--- src/verilog/ecr_defines.vh ---
`ifndef ECR_DEFINES_VH
`define ECR_DEFINES_VH

// register offsets
`define ECR_ADDR_LOAD_STATUS 8'h3B
`define ECR_ADDR_DIV_SYNC 8'h3D
`define ECR_ADDR_PLL_REACQ 8'h3E
`define ECR_ADDR_BIAS_CAL 8'h3F
`define ECR_ADDR_BANK_EN 8'h40

// load status field positions
`define ECR_BIT_LOAD_IN_PROGRESS 4
`define ECR_BIT_LOAD_COMPLETED 2
`define ECR_BIT_LOAD_ABORTED 1
`define ECR_BIT_LOAD_CHECKSUM_ERROR 0

// command bit position
`define ECR_BIT_COMMAND 7

// bank enable field positions
`define ECR_BIT_EN_A 3
`define ECR_BIT_EN_B 2
`define ECR_BIT_EN_C 1
`define ECR_BIT_EN_D 0

// reset values
`define ECR_RST_BANK_EN 4'hF
`define ECR_RST_STATUS 4'h0

// command pulse length in cycles
`define ECR_CMD_PULSE_CYCLES 1

`endif

--- src/verilog/ecr_bank_gate.v ---
`default_nettype none

// ----------------------------------------
// gates one differential bank to true low, complement high
// ----------------------------------------
module ecr_bank_gate #(
  parameter WIDTH = 4
) (
  input wire mclk,
  input wire rst,
  input wire enable,
  input wire [WIDTH-1:0] clk_in,
  output reg [WIDTH-1:0] true_out,
  output reg [WIDTH-1:0] comp_out
);

  always @(posedge mclk or posedge rst)
  begin
    if (rst)
    begin
      true_out <= {WIDTH{1'b0}};
      comp_out <= {WIDTH{1'b1}};
    end
    else if (enable)
    begin
      true_out <= clk_in;
      comp_out <= ~clk_in;
    end
    else
    begin
      true_out <= {WIDTH{1'b0}};
      comp_out <= {WIDTH{1'b1}};
    end
  end

endmodule // ecr_bank_gate

`default_nettype wire

--- src/verilog/ecr_status_control.v ---
`include "ecr_defines.vh"
`default_nettype none

module ecr_status_control #(
  parameter ADDR_WIDTH = 8,
  parameter DATA_WIDTH = 8
) (
  input wire mclk,
  input wire rst,
  input wire [ADDR_WIDTH-1:0] reg_addr,
  input wire [DATA_WIDTH-1:0] reg_wdata,
  input wire reg_write,
  input wire reg_read,
  output reg [DATA_WIDTH-1:0] reg_rdata,
  input wire load_start,
  input wire load_done_ok,
  input wire load_abort,
  input wire load_checksum_bad,
  output reg divider_sync_pulse,
  output reg pll_reacquire_trigger,
  output reg bias_calibration_trigger,
  input wire bank_d_power_down,
  input wire bank_d_single_output_power_down,
  input wire [3:0] bank_a_clk_in,
  input wire [3:0] bank_b_clk_in,
  input wire [1:0] bank_c_clk_in,
  input wire bank_d_clk_in,
  output wire [3:0] bank_a_clock_outputs,
  output wire [3:0] bank_a_clock_outputs_n,
  output wire [3:0] bank_b_clock_outputs,
  output wire [3:0] bank_b_clock_outputs_n,
  output wire [1:0] bank_c_clock_outputs,
  output wire [1:0] bank_c_clock_outputs_n,
  output reg bank_d_clock_outputs,
  output reg bank_d_clock_outputs_n,
  output reg bank_d_single_ended_output,
  output reg bank_d_single_ended_oe
);

  // ----------------------------------------
  // register state
  // ----------------------------------------
  reg load_in_progress;
  reg load_completed;
  reg load_aborted;
  reg load_checksum_error;
  reg [3:0] bank_enable;
  wire bank_d_off;

  // ----------------------------------------
  // address map sized to the register bus
  // ----------------------------------------
  localparam [ADDR_WIDTH-1:0] ADDR_LOAD_STATUS = `ECR_ADDR_LOAD_STATUS;
  localparam [ADDR_WIDTH-1:0] ADDR_DIV_SYNC = `ECR_ADDR_DIV_SYNC;
  localparam [ADDR_WIDTH-1:0] ADDR_PLL_REACQ = `ECR_ADDR_PLL_REACQ;
  localparam [ADDR_WIDTH-1:0] ADDR_BIAS_CAL = `ECR_ADDR_BIAS_CAL;
  localparam [ADDR_WIDTH-1:0] ADDR_BANK_EN = `ECR_ADDR_BANK_EN;

  // ----------------------------------------
  // next-state and decode signals
  // ----------------------------------------
  wire wr_div_sync;
  wire wr_pll_reacq;
  wire wr_bias_cal;
  wire wr_bank_en;
  wire [3:0] next_bank_enable;
  wire [DATA_WIDTH-1:0] status_word;
  wire [DATA_WIDTH-1:0] enable_word;
  reg [DATA_WIDTH-1:0] next_rdata;
  reg next_load_in_progress;
  reg next_load_completed;
  reg next_load_aborted;
  reg next_load_checksum_error;
  reg next_bank_d_true;
  reg next_bank_d_comp;
  reg next_single_out;
  reg next_single_oe;

  function is_cmd_write;
    input [ADDR_WIDTH-1:0] addr;
    input [ADDR_WIDTH-1:0] target;
    input [DATA_WIDTH-1:0] data;
    begin
      is_cmd_write = (addr == target) && data[`ECR_BIT_COMMAND];
    end
  endfunction

  // one flag placed at its bit position, all other bits zero
  function [DATA_WIDTH-1:0] flag_at;
    input integer pos;
    input flag;
    begin
      flag_at = {DATA_WIDTH{1'b0}};
      flag_at[pos] = flag;
    end
  endfunction

  // ----------------------------------------
  // register bus decode
  // ----------------------------------------
  assign wr_div_sync = reg_write && is_cmd_write(reg_addr, ADDR_DIV_SYNC, reg_wdata);
  assign wr_pll_reacq = reg_write && is_cmd_write(reg_addr, ADDR_PLL_REACQ, reg_wdata);
  assign wr_bias_cal = reg_write && is_cmd_write(reg_addr, ADDR_BIAS_CAL, reg_wdata);
  assign wr_bank_en = reg_write && (reg_addr == ADDR_BANK_EN);

  // reserved upper bits of the enable byte are dropped on write
  assign next_bank_enable = wr_bank_en ? reg_wdata[3:0] : bank_enable;

  assign status_word = flag_at(`ECR_BIT_LOAD_IN_PROGRESS, load_in_progress)
    | flag_at(`ECR_BIT_LOAD_COMPLETED, load_completed)
    | flag_at(`ECR_BIT_LOAD_ABORTED, load_aborted)
    | flag_at(`ECR_BIT_LOAD_CHECKSUM_ERROR, load_checksum_error);

  // reserved bits of both readable registers return zero
  assign enable_word = {{(DATA_WIDTH-4){1'b0}}, bank_enable};

  // read data changes only on a read; it holds for the host otherwise
  always @*
  begin
    next_rdata = reg_rdata;
    if (reg_read)
    begin
      case (reg_addr)
        ADDR_LOAD_STATUS:
          next_rdata = status_word;
        ADDR_BANK_EN:
          next_rdata = enable_word;
        default:
          next_rdata = {DATA_WIDTH{1'b0}};
      endcase
    end
  end

  // ----------------------------------------
  // load status flags
  // ----------------------------------------
  always @(posedge mclk or posedge rst)
  begin
    if (rst)
    begin
      load_in_progress <= 1'b0;
      load_completed <= 1'b0;
      load_aborted <= 1'b0;
      load_checksum_error <= 1'b0;
    end
    else
    begin
      load_in_progress <= next_load_in_progress;
      load_completed <= next_load_completed;
      load_aborted <= next_load_aborted;
      load_checksum_error <= next_load_checksum_error;
    end
  end

  // ----------------------------------------
  // load status next state
  // ----------------------------------------
  // a new attempt wins over any outcome seen in the same cycle
  always @*
  begin
    next_load_in_progress = load_in_progress;
    next_load_completed = load_completed;
    next_load_aborted = load_aborted;
    next_load_checksum_error = load_checksum_error;
    if (load_start)
    begin
      next_load_in_progress = 1'b1;
      next_load_completed = 1'b0;
      next_load_aborted = 1'b0;
      next_load_checksum_error = 1'b0;
    end
    else if (load_in_progress)
    begin
      // outcome strobes outside a load attempt are ignored
      if (load_checksum_bad)
        next_load_checksum_error = 1'b1;
      if (load_abort)
      begin
        next_load_in_progress = 1'b0;
        next_load_aborted = 1'b1;
      end
      else if (load_done_ok)
      begin
        next_load_in_progress = 1'b0;
        next_load_completed = 1'b1;
      end
    end
  end

  // ----------------------------------------
  // registers and self-clearing commands
  // ----------------------------------------
  always @(posedge mclk or posedge rst)
  begin
    if (rst)
    begin
      bank_enable <= `ECR_RST_BANK_EN;
      divider_sync_pulse <= 1'b0;
      pll_reacquire_trigger <= 1'b0;
      bias_calibration_trigger <= 1'b0;
      reg_rdata <= {DATA_WIDTH{1'b0}};
    end
    else
    begin
      // command outputs are one-cycle pulses; writing zero does nothing
      divider_sync_pulse <= wr_div_sync;
      pll_reacquire_trigger <= wr_pll_reacq;
      bias_calibration_trigger <= wr_bias_cal;
      bank_enable <= next_bank_enable;
      reg_rdata <= next_rdata;
    end
  end

  // ----------------------------------------
  // output banks
  // ----------------------------------------
  ecr_bank_gate #(.WIDTH(4)) u_bank_a (
    .mclk(mclk),
    .rst(rst),
    .enable(bank_enable[`ECR_BIT_EN_A]),
    .clk_in(bank_a_clk_in),
    .true_out(bank_a_clock_outputs),
    .comp_out(bank_a_clock_outputs_n)
  );

  ecr_bank_gate #(.WIDTH(4)) u_bank_b (
    .mclk(mclk),
    .rst(rst),
    .enable(bank_enable[`ECR_BIT_EN_B]),
    .clk_in(bank_b_clk_in),
    .true_out(bank_b_clock_outputs),
    .comp_out(bank_b_clock_outputs_n)
  );

  ecr_bank_gate #(.WIDTH(2)) u_bank_c (
    .mclk(mclk),
    .rst(rst),
    .enable(bank_enable[`ECR_BIT_EN_C]),
    .clk_in(bank_c_clk_in),
    .true_out(bank_c_clock_outputs),
    .comp_out(bank_c_clock_outputs_n)
  );

  // ----------------------------------------
  // bank D gating and single-ended pin
  // ----------------------------------------
  assign bank_d_off = bank_d_power_down || bank_d_single_output_power_down;

  always @(posedge mclk or posedge rst)
  begin
    if (rst)
    begin
      bank_d_clock_outputs <= 1'b0;
      bank_d_clock_outputs_n <= 1'b1;
      bank_d_single_ended_output <= 1'b0;
      bank_d_single_ended_oe <= 1'b0;
    end
    else
    begin
      bank_d_clock_outputs <= next_bank_d_true;
      bank_d_clock_outputs_n <= next_bank_d_comp;
      bank_d_single_ended_output <= next_single_out;
      bank_d_single_ended_oe <= next_single_oe;
    end
  end

  // ----------------------------------------
  // bank D next state
  // ----------------------------------------
  // power-down of the whole bank overrides its enable
  always @*
  begin
    next_bank_d_true = 1'b0;
    next_bank_d_comp = 1'b1;
    if (bank_enable[`ECR_BIT_EN_D] && !bank_d_power_down)
    begin
      next_bank_d_true = bank_d_clk_in;
      next_bank_d_comp = ~bank_d_clk_in;
    end
  end

  // the single-ended pin floats whenever either power-down is set
  always @*
  begin
    next_single_oe = !bank_d_off;
    next_single_out = 1'b0;
    if (bank_enable[`ECR_BIT_EN_D] && next_single_oe)
      next_single_out = bank_d_clk_in;
  end

endmodule // ecr_status_control

`default_nettype wire
--- config.mk ---
export PLATFORM = sky130hd
export DESIGN_NAME = ecr_status_control
export DESIGN_NICKNAME = d
export VERILOG_FILES = /design/src/verilog/ecr_bank_gate.v /design/src/verilog/ecr_status_control.v
export VERILOG_INCLUDE_DIRS = /design/src /design/src/verilog
export SDC_FILE = /design/constraint.sdc
export NUM_CORES = 1
export LEC_CHECK = 0
export ABC_AREA = 1
export ABC_CLOCK_PERIOD_IN_PS = 1200
export BUFFER_PORTS_ARGS = -buffer_cell sky130_fd_sc_hd__buf_2
export CAP_MARGIN = 0
export CORE_MARGIN = 2
export CORE_UTILIZATION = 45
export DETAILED_ROUTE_END_ITERATION = 12
export MAX_ROUTING_LAYER = met4
export PLACE_DENSITY = 0.78
export SYNTH_ARGS = -nofsm -noshare
export SYNTH_HDL_FRONTEND = slang
export SYNTH_SLANG_ARGS = --single-unit
--- constraint.sdc ---
create_clock -name mclk -period 1.2 [get_ports mclk]
set_clock_uncertainty 0.1 [all_clocks]
set_input_delay 0.06 -clock mclk [delete_from_list [all_inputs] [get_ports mclk]]
set_output_delay 0.06 -clock mclk [all_outputs]
set_load 0.005 [all_outputs]
==> flow_summary.yaml, run 1 <==
status:
  status: "aborted with a tool error"
  error_line: "[ERROR DRT-0255] Maze Route cannot find path of net bank_a_clk_in[3] in worker of routeBox ( 48300 0 ) ( 62265 48300 )."
  stop_stage: "5_2_route"
floorplan:
  initial_utilization_pct: 46.1
  die_y_um: 62.3
  ios: 72
  fp.dieW_um: 62.3
  fp-row-count: 21
clock_tree:
  postCtsSetupBuffers: 0
  root_buffer: "clkbuf_4"
  cts_resized: 0
  clockBufferDepth: 2
  cts.sinks: 40
  cts_hold_buf: 30
  cts_buffers: 5
  h-tree-depth: 2
synth:
  synth_fa_ha_area_share_pct: 0
  syn_avg_cell_area_sq_um: 10.4
  synth_compound_area_share_pct: 3.44
  synth_area_sq_um: 1530
  synth_top_family_by_area: "simple AND/OR/NAND/NOR gates"
  synthXorXnorAreaFrac_pct: 0
  synthCells: 147
  seq_area_frac_synth_pct: 66.7
  ys_seq_elements: 40
  ys_warn_count: 0
  synth_area_leaders: "dfrtp_1, dfstp_2, nand2_1"
  synth_top_area_share_pct: 41.0
  synthMuxAreaShare_pct: 0
  yosysTopAreaCell: "dfrtp_1"
  yosysUniqueCellTypes: 18
  yosys.area_share.simple_pct: 21.0
global_route:
  grt_max_degree: 41
  grt_pass1_wl_um: 5800
  overflow: 0
  grt_usage_pct: 19.8
  antenna_found_initial: 0
  grt_pass1_vias: 1290
place:
  port_buffers: 65
  dp_hpwl_um: 2010
  globalplace.congestion: 0.704
  post-place-ws_ns: 0.121
## stage by stage
step	std cells	util, %	hold slack (ns)	instance area [sq um]
CTS	296	69.2	0.0233	2290
floorplan	149	-	0.0197	1540
global route	296	69.2	0.0886	2290
detailed placement	258	57.9	0.0279	1920
global placement	258	57.9	0.0247	1920
## cell families after synthesis
group                  count (synthesis)
AOI/OAI and AO/OA                     10
buffers and inverters                 32
DFF                                   40
other                                  1
and+or+nand+nor                       64
## routing by layer
layer	global-route usage, %
met3	4.35
met4	6.39
met1	22.3
met5	-
met2	35.2
## cell usage after synthesis (all sizes together)
master and instances:
nand2 39, inv 29, dfrtp 25, dfstp 15, nor2 11, nand3 10, o21ai 6, nor3 4
a21oi 3, buf 3, conb 1, o21bai 1
==> run 2, diff against run 1 <==
CORE_UTILIZATION = 40   (was 45)
MAX_ROUTING_LAYER = not set   (was met4)
PLACE_DENSITY = not set   (was 0.78)
PLACE_DENSITY_LB_ADDON = 0.15   (was not set)
==> flow_summary.yaml, run 2 <==
pwr:
  p_int_mw: 1.94
  leakage_nw: 1.27
  power_frac_comb_pct: 10.6
  seq_power_share_pct: 55.6
  vdd_drop_max_mv: 0.703
  pwr-share-clk_pct: 33.8
  p_sw_share_pct: 23.8
  power.density_nw_per_um2: 1120
  power.switching_uw: 606
synth:
  seq_area_frac_synth_pct: 66.7
  synth_edf_count: 0
  synth_area_sq_um: 1530
  synthCells: 147
  synth_top_area_share_pct: 41.0
  synth_flop_cell: "dfrtp_1"
  synth_most_common_cell: "nand2_1"
  async_flop_share_pct: 100
  yosysTopAreaCell: "dfrtp_1"
  syn_avg_cell_area_sq_um: 10.4
  yosysUniqueCellTypes: 18
  ys_warn_count: 0
  ys_seq_elements: 40
  synth_area_leaders: "dfrtp_1, dfstp_2, nand2_1"
  synth_common_cells: "nand2_1, dfrtp_1, inv_1, dfstp_2, nand3_1"
setup_path:
  worstPathMaxFanout: 1
  cp_cell_sequence: "buf_2"
  cp-start-kind: "flip-flop"
  cp_slowest_cell: "dfstp_2"
  cp.arrival_ns: 0.92
  path_class: "flip-flop to output pin"
  end_kind: "output pin"
  worstPathRequired_ns: 1.04
  crit_family: "flip-flops"
  path_buf_inv: 1
  crit_start: "u_bank_c.comp_out[0]"
  r2r-start: "bank_enable[0]"
  critPathMaxStageDelay_ns: 0.53
floorplan:
  core-area_sq_um: 3660
  die-area_sq_um: 4330
  die_y_um: 65.8
  fp.dieW_um: 65.8
  ios: 72
  fp-row-count: 22
  initial_utilization_pct: 41.7
place:
  port_buffers: 65
  dp_hpwl_um: 2210
  dpl-instance-area_sq_um: 1920
  globalplace.congestion: 0.824
clock_tree:
  cts_tree: "done"
  path_clk_slew_ns: 0.08
  cts.sinks: 40
  clock_latency_ns: 0.29
  postCtsSetupBuffers: 0
  root_buffer: "clkbuf_8"
  h-tree-depth: 2
  clockBufferDepth: 2
  cts_buffers: 5
status:
  status: "finished clean"
sta:
  drv_slew: 0
  min_period_ns: 1.08
  rsz0062_at_grt: "false"
  hold_viol_final: 0
  tns_ns: 0
  period_share_pct: 90.3
  fmax_mhz: 923
  setup_violations: 0
drt:
  vias: 1263
  detail_route.wirelength_um: 3170
  ant_nets: 0
  drc: 0
  dr.first_iter.drc_count: 77
  dr.pass1.iters: 4
  routedWlPerCell_um: 10.9
  vias_per_cell: 4.33
min_path:
  min_from: "reg_addr[1]"
  hp-class: "input pin to flip-flop"
global_route:
  grt_max_degree: 41
  grt_usage_pct: 16.4
  grt_pass1_vias: 1321
  antenna_found_initial: 0
  overflow: 0
  grt_pass1_wl_um: 5320
layout:
  diodes: 0
  drive_gt1_share_pct: 45.5
  fin_area_sq_um: 2290
  fillers: 308
  area_growth_pct: 49.6
  nNetsFinal: 280
  largest_register_ffs: 5
  mostFrequentLayoutCell: "buf_2"
  final_cell_mix: "buf_2, nand2_1, dfrtp_1, dlygate4sd3_1, inv_1"
  top_register: "reg_rdata"
  multi_input_area_sq_um: 412
  layout.area.seq_sq_um: 1020
flow_run:
  drv_cap: 0
run 2: cell counts after synthesis:
Identical to the previous run, type by type.
run 2: cells by family (layout without fill, tap and decap cells):
| logic type | Yosys count | count (layout) | share of synthesized area, % |
|---|---|---|---|
| AO/OA/AOI/OAI | 10 | 10 | 3.44 |
| buffers and inverters | 32 | 127 | 8.60 |
| flip-flops | 40 | 40 | 66.7 |
| other | 1 | 3 | 0.245 |
| AND/OR/NAND/NOR | 64 | 64 | 21.0 |
run 2: power groups by stage:
stage | clock, mW | sequential [mW] | combinational, mW
6_report | 0.862 | 1.42 | 0.270
5_1_grt | 0.951 | 1.42 | 0.302
4_1_cts | 0.887 | 1.42 | 0.267
3_5_place_dp | 0 | 1.44 | 0.201
3_3_place_gp | 0 | 1.44 | 0.195
2_1_floorplan | 0 | 1.44 | 0.0945
run 2: cell type report:
class / instances / share of cell area (%)
inverters: 29 / 4.76
multi-input cells: 77 / 18.0
clock buffers: 6 / 3.17
flip-flops and latches: 40 / 44.6
repair buffers: 90 / 26.3
clock inverters: 2 / 0.547
well taps: 48 / 2.63
run 2: layer usage:
layer  global-route usage (%)  routed length [um]  vias up  share of wire [%]
li1                         -                   -      627                  -
met1                     16.5                1240      590                 39
met2                     30.3                1670       39                 53
met3                     4.77                 196        7                6.2
met4                     8.33                  61        0                1.9
met5                        0                   0        -                  0
run 2: stage by stage:
| stage | utilization [%] | total power [mW] | hold WS, ns | worst slack (ns) | std cells |
|---|---|---|---|---|---|
| after floorplan | - | 1.53 | 0.0197 | 0.147 | 149 |
| after global placement | 52.4 | 1.63 | 0.0170 | 0.152 | 260 |
| after detailed placement | 52.4 | 1.64 | 0.0273 | 0.138 | 260 |
| after CTS | 61.8 | 2.57 | 0.0615 | 0.0325 | 294 |
| after global routing | 62.4 | 2.67 | 0.0264 | 0.0438 | 292 |
| final | 62.4 | 2.55 | 0.0286 | 0.117 | 292 |
run 2: worst paths after layout:
path                       slack (ns)                    endpoint  depth (start not counted)
setup / recovery                 0.12   bank_c_clock_outputs_n[0]                          1
hold / removal                   0.03          divider_sync_pulse                          2
setup reg to reg                 0.16  bank_d_single_ended_output                          4
hold reg to reg                  0.39                reg_rdata[0]                          2
max in group asynchronous        0.47              bank_enable[2]                          4
min in group asynchronous        0.27        u_bank_c.true_out[0]                          4
run 2: timing repair:
action / 4_1_cts / 5_1_grt
setup endpoints to repair: 0 / 4
hold buffers: 26 / 0
resized for setup: 0 / 10
endpoints found under the hold margin: 78 / 0
(Power assumes the default switching activity.)
==> run 3, diff against run 2 <==
CORE_MARGIN = 5   (was 2)
==> flow_summary.yaml, run 3 (synthesis gave the netlist of run 2 again) <==
drt:
  ant_nets: 0
  wl_met2_um: 1740
  routedWlPerCell_um: 11.4
  detail_route.wirelength_um: 3350
  drc: 0
  wl_met3_um: 267
  vias: 1235
  dr.first_iter.drc_count: 38
  vias_per_cell: 4.22
  wl_met1_um: 1300
  dr.pass1.iters: 4
  topRoutingLayerUsed: "met4"
floorplan:
  fp.dieW_um: 71.8
  die_y_um: 71.8
  ios: 72
  core-area_sq_um: 3690
  initial_utilization_pct: 41.4
  fp-row-count: 22
  die-area_sq_um: 5160
sta:
  whs_ns: 0.0250
  min_period_ns: 1.12
  tns_ns: 0
  fmax_mhz: 894
  hold_viol_final: 0
  rsz0062_at_grt: "false"
  setup_violations: 0
  period_share_pct: 93.2
  drv_slew: 0
global_route:
  overflow: 0
  grt_usage_pct: 14.0
  grt_max_degree: 41
  grt_pass1_vias: 1280
  grt_pass1_wl_um: 5560
  antenna_found_initial: 0
pwr:
  vdd_drop_max_mv: 0.757
  leakage_nw: 1.27
  power.density_nw_per_um2: 1180
  report.power.total_mw: 2.73
setup_path:
  end_kind: "flip-flop"
  cp-start-kind: "flip-flop"
  worstPathRequired_ns: 1.32
  path_class: "flip-flop to flip-flop"
  worstPathMaxFanout: 3
  cp.arrival_ns: 1.24
clock_tree:
  cts.sinks: 40
  clock_latency_ns: 0.28
  cts_buffers: 5
  h-tree-depth: 2
  path_clk_slew_ns: 0.07
  root_buffer: "clkbuf_8"
  clockBufferDepth: 2
  cts_tree: "done"
layout:
  mostFrequentLayoutCell: "buf_2"
  diodes: 0
  nNetsFinal: 281
  largest_register_ffs: 5
  fillers: 323
  top_register: "reg_rdata"
  area_growth_pct: 51.3
  final_cell_mix: "buf_2, nand2_1, dfrtp_1, dlygate4sd3_1, inv_1"
  drive_gt1_share_pct: 44.5
flow_run:
  drv_cap: 0
status:
  status: "finished clean"
place:
  dp_hpwl_um: 2440
  globalplace.congestion: 0.726
  port_buffers: 65
min_path:
  hp-class: "input pin to flip-flop"
[run 3: critical path: stages, from the launching register on]
cell and delay, ns:
dfstp_2 0.56, inv_1 0.05, nor3_2 0.20, inv_2 0.06, nor2_1 0.09
[run 3: cell type report]
type,count,area (sq um),share of cell area (%)
Timing Repair Buffer,91,606,26.2
Inverter,29,109,4.71
Sequential cell,40,1020,44.1
Multi-Input combinational cell,77,409,17.7
Clock inverter,2,35.0,1.52
Clock buffer,6,72.6,3.14
Tap cell,48,60.1,2.60
[run 3: repair_timing]
action	4_1_cts	5_1_grt
setup endpoints to repair	0	4
hold buffers	26	0
buffers inserted	0	1
gates resized for setup	0	6
endpoints found under the hold margin	78	0
[run 3: final timing paths]
check | cells past startpoint | slack [ns] | from | endpoint
max | 4 | 0.08 | bank_enable[0] | bank_d_single_ended_output
min | 2 | 0.03 | reg_addr[1] | divider_sync_pulse
max reg2reg | 4 | 0.08 | bank_enable[0] | bank_d_single_ended_output
min reg2reg | 2 | 0.38 | reg_rdata[1] | reg_rdata[1]
max in group asynchronous | 4 | 0.47 | rst | u_bank_c.comp_out[1]
min in group asynchronous | 4 | 0.27 | rst | u_bank_a.true_out[1]
[run 3: per-stage QoR]
stage / area, sq um / setup slack [ns] / util, % / instances
final: 2310 / 0.0812 / 62.7 / 293
after global routing: 2310 / 0.0140 / 62.7 / 293
after CTS: 2290 / 0.0273 / 62.0 / 294
after detailed placement: 1920 / 0.104 / 52.0 / 260
after global placement: 1920 / 0.149 / 52.0 / 260
after floorplan: 1540 / 0.147 / - / 149
[run 3: metal layers]
layer | track usage (%) | vias up
met1 | 15.8 | 561
li1 | - | 629
met5 | 0 | -
met2 | 24.9 | 40
met4 | 4.38 | 0
met3 | 4.49 | 5
[run 3: report_power, final]
part	leakage (nW)	switching, mW	internal, mW	total [mW]
Sequential	0.499	0.0208	1.40	1.42
Clock	0.0552	0.431	0.617	1.05
Combinational	0.715	0.129	0.140	0.269
==> run 4, diff against run 3 <==
ABC_AREA = not set   (was 1)
CORE_AREA = 5 5 66 68   (was not set)
CORE_MARGIN = not set   (was 5)
CORE_UTILIZATION = not set   (was 40)
CTS_BUF_LIST = sky130_fd_sc_hd__clkbuf_16   (was not set)
DIE_AREA = 0 0 71 73   (was not set)
==> flow_summary.yaml, run 4 <==
clock_tree:
  cts.sinks: 40
  cts_tree: "done"
  h-tree-depth: 2
  cts_hold_buf: 22
  path_clk_slew_ns: 0.06
  cts_buffers: 5
  clockBufferDepth: 2
  clock_latency_ns: 0.27
  cts_resized: 0
  root_buffer: "clkbuf_16"
  postCtsSetupBuffers: 0
drt:
  dr.pass1.iters: 4
  drc: 0
  vias_per_cell: 4.31
  routedWlPerCell_um: 12.2
  dr.first_iter.drc_count: 18
  vias: 1085
  ant_nets: 0
  detail_route.wirelength_um: 3080
synth:
  syn_avg_cell_area_sq_um: 13.9
  synthCells: 103
  ys_seq_elements: 40
  synth_compound_area_share_pct: 5.07
  synth_top_family_by_area: "simple AND/OR/NAND/NOR gates"
  synth_edf_count: 0
  synth_fa_ha_area_share_pct: 0
  seq_area_frac_synth_pct: 71.3
  yosys.area_share.simple_pct: 14.7
  synth_flop_cell: "dfrtp_1"
  synth_most_common_cell: "dfrtp_1"
  synth_common_cells: "dfrtp_1, dfstp_2, inv_1, and2_1, nor2_1"
  synth_area_leaders: "dfrtp_1, dfstp_2, inv_1"
  ys_warn_count: 0
  synthMuxAreaShare_pct: 3.15
  synth_area_sq_um: 1430
  yosysUniqueCellTypes: 25
  yosysTopAreaCell: "dfrtp_1"
  synthXorXnorAreaFrac_pct: 0
  async_flop_share_pct: 100
  synth_top_area_share_pct: 43.7
global_route:
  grt_usage_pct: 12.7
  overflow: 0
  grt_pass1_wl_um: 5000
  antenna_found_initial: 0
  grt_pass1_vias: 1145
  grt_max_degree: 33
layout:
  area_growth_pct: 55.0
  nNetsFinal: 238
  final_core_util_pct: 58.4
  fillers: 346
  top_register: "reg_rdata"
  diodes: 0
  final_cell_mix: "buf_2, dfrtp_1, dlygate4sd3_1, inv_1, dfstp_2"
  mostFrequentLayoutCell: "buf_2"
  finalNonFillerCells: 252
  layout.area.seq_sq_um: 1020
  largest_register_ffs: 5
  multi_input_area_sq_um: 339
  drive_gt1_share_pct: 48.5
sta:
  layout_setup_ws_ns: 0.133
  rsz0062_at_grt: "false"
  hold_viol_final: 0
  drv_slew: 0
  fmax_mhz: 937
  setup_violations: 0
  period_share_pct: 89.0
  min_period_ns: 1.07
place:
  globalplace.congestion: 0.853
  post-place-ws_ns: -0.0688
  port_buffers: 65
  dp_cells: 222
  dp_hpwl_um: 2280
setup_path:
  worst-path-stages: 1
  cp_slowest_cell: "dfstp_2"
  end_kind: "output pin"
  reg2reg_slack_ns: 0.21
  reg2reg_depth: 2
  path_buf_inv: 1
  worstPathRequired_ns: 1.04
  worstPathMaxFanout: 1
  crit_family: "flip-flops"
  path_class: "flip-flop to output pin"
  cp_cell_sequence: "buf_2"
  critPathMaxStageDelay_ns: 0.53
  cp.arrival_ns: 0.91
  cp-start-kind: "flip-flop"
floorplan:
  fp-row-count: 23
  die_y_um: 73
  fp.dieW_um: 71
  ios: 72
  die-area_sq_um: 5180
  core-area_sq_um: 3800
  initial_utilization_pct: 37.6
pwr:
  leakage_nw: 1.17
  report.power.total_mw: 2.89
  vdd_drop_max_mv: 0.861
  power.density_nw_per_um2: 1300
min_path:
  min_path_cells: 3
  hp-class: "input pin to flip-flop"
flow_run:
  drv_cap: 0
status:
  status: "finished clean"
-- run 4: cell count changes in the layout (fill, tap and decap cells not counted), moves of 4 or more --
cell / change
nand2_1: -34
and2_1: +7
inv_1: -7
inv_2: -7
o21ai_1: -6
clkbuf_16: +5
clkbuf_8: -5
nand3_1: -5
mux2_1: +4
nor2_4: -4
-- run 4: power breakdown --
| part | leakage (nW) | total (mW) | internal, mW | switching, mW |
|---|---|---|---|---|
| clock network | 0.0736 | 1.24 | 0.763 | 0.479 |
| registers | 0.499 | 1.42 | 1.40 | 0.0195 |
| logic | 0.592 | 0.230 | 0.133 | 0.0973 |
-- run 4: layer usage --
layer | track usage (%) | vias to the layer above | share of wire (%)
met3 | 3.99 | 4 | 7.4
li1 | - | 531 | -
met4 | 5.64 | 0 | 1.1
met5 | 0 | - | 0
met2 | 23.5 | 38 | 53
met1 | 13.2 | 512 | 39
-- run 4: metrics by stage --
step | setup TNS, ns | area, sq um | hold WS (ns)
final | 0 | 2220 | 0.0584
after detailed placement | -0.273 | 1850 | -0.0505
after floorplan | 0 | 1440 | 0.0197
after global placement | -0.120 | 1850 | -0.0628
after global routing | 0 | 2220 | 0.0650
after CTS | 0 | 2220 | 0.0502
-- run 4: cell families (layout without fill, tap and decap cells) --
kind of cell | Yosys count | in the layout
multiplexers | 4 | 4
buffers and inverters | 18 | 115
flip-flops | 40 | 40
AND/OR/NAND/NOR | 31 | 31
AO/OA/AOI/OAI | 9 | 9
other | 1 | 3
-- run 4: area by class of cell --
cell class	instances	share of cell area, %
flip-flops and latches	40	46.0
well taps	50	2.82
clock buffers	5	5.64
clock inverters	3	0.846
repair buffers	92	26.9
multi-input cells	47	15.3
inverters	15	2.54
-- run 4: worst min-delay path, stage by stage --
cell and delay, ns:
buf_2 0.10, buf_4 0.11, and3_1 0.13
-- run 4: worst paths after layout --
| path | startpoint | endpoint |
|---|---|---|
| max | bank_d_clock_outputs_n | bank_d_clock_outputs_n |
| min in group asynchronous | rst | bank_d_clock_outputs |
| max in group asynchronous | rst | u_bank_a.comp_out[3] |
| min | reg_addr[1] | bias_calibration_trigger |
| min reg2reg | bank_enable[1] | u_bank_c.comp_out[0] |
| max reg2reg | reg_rdata[0] | reg_rdata[0] |
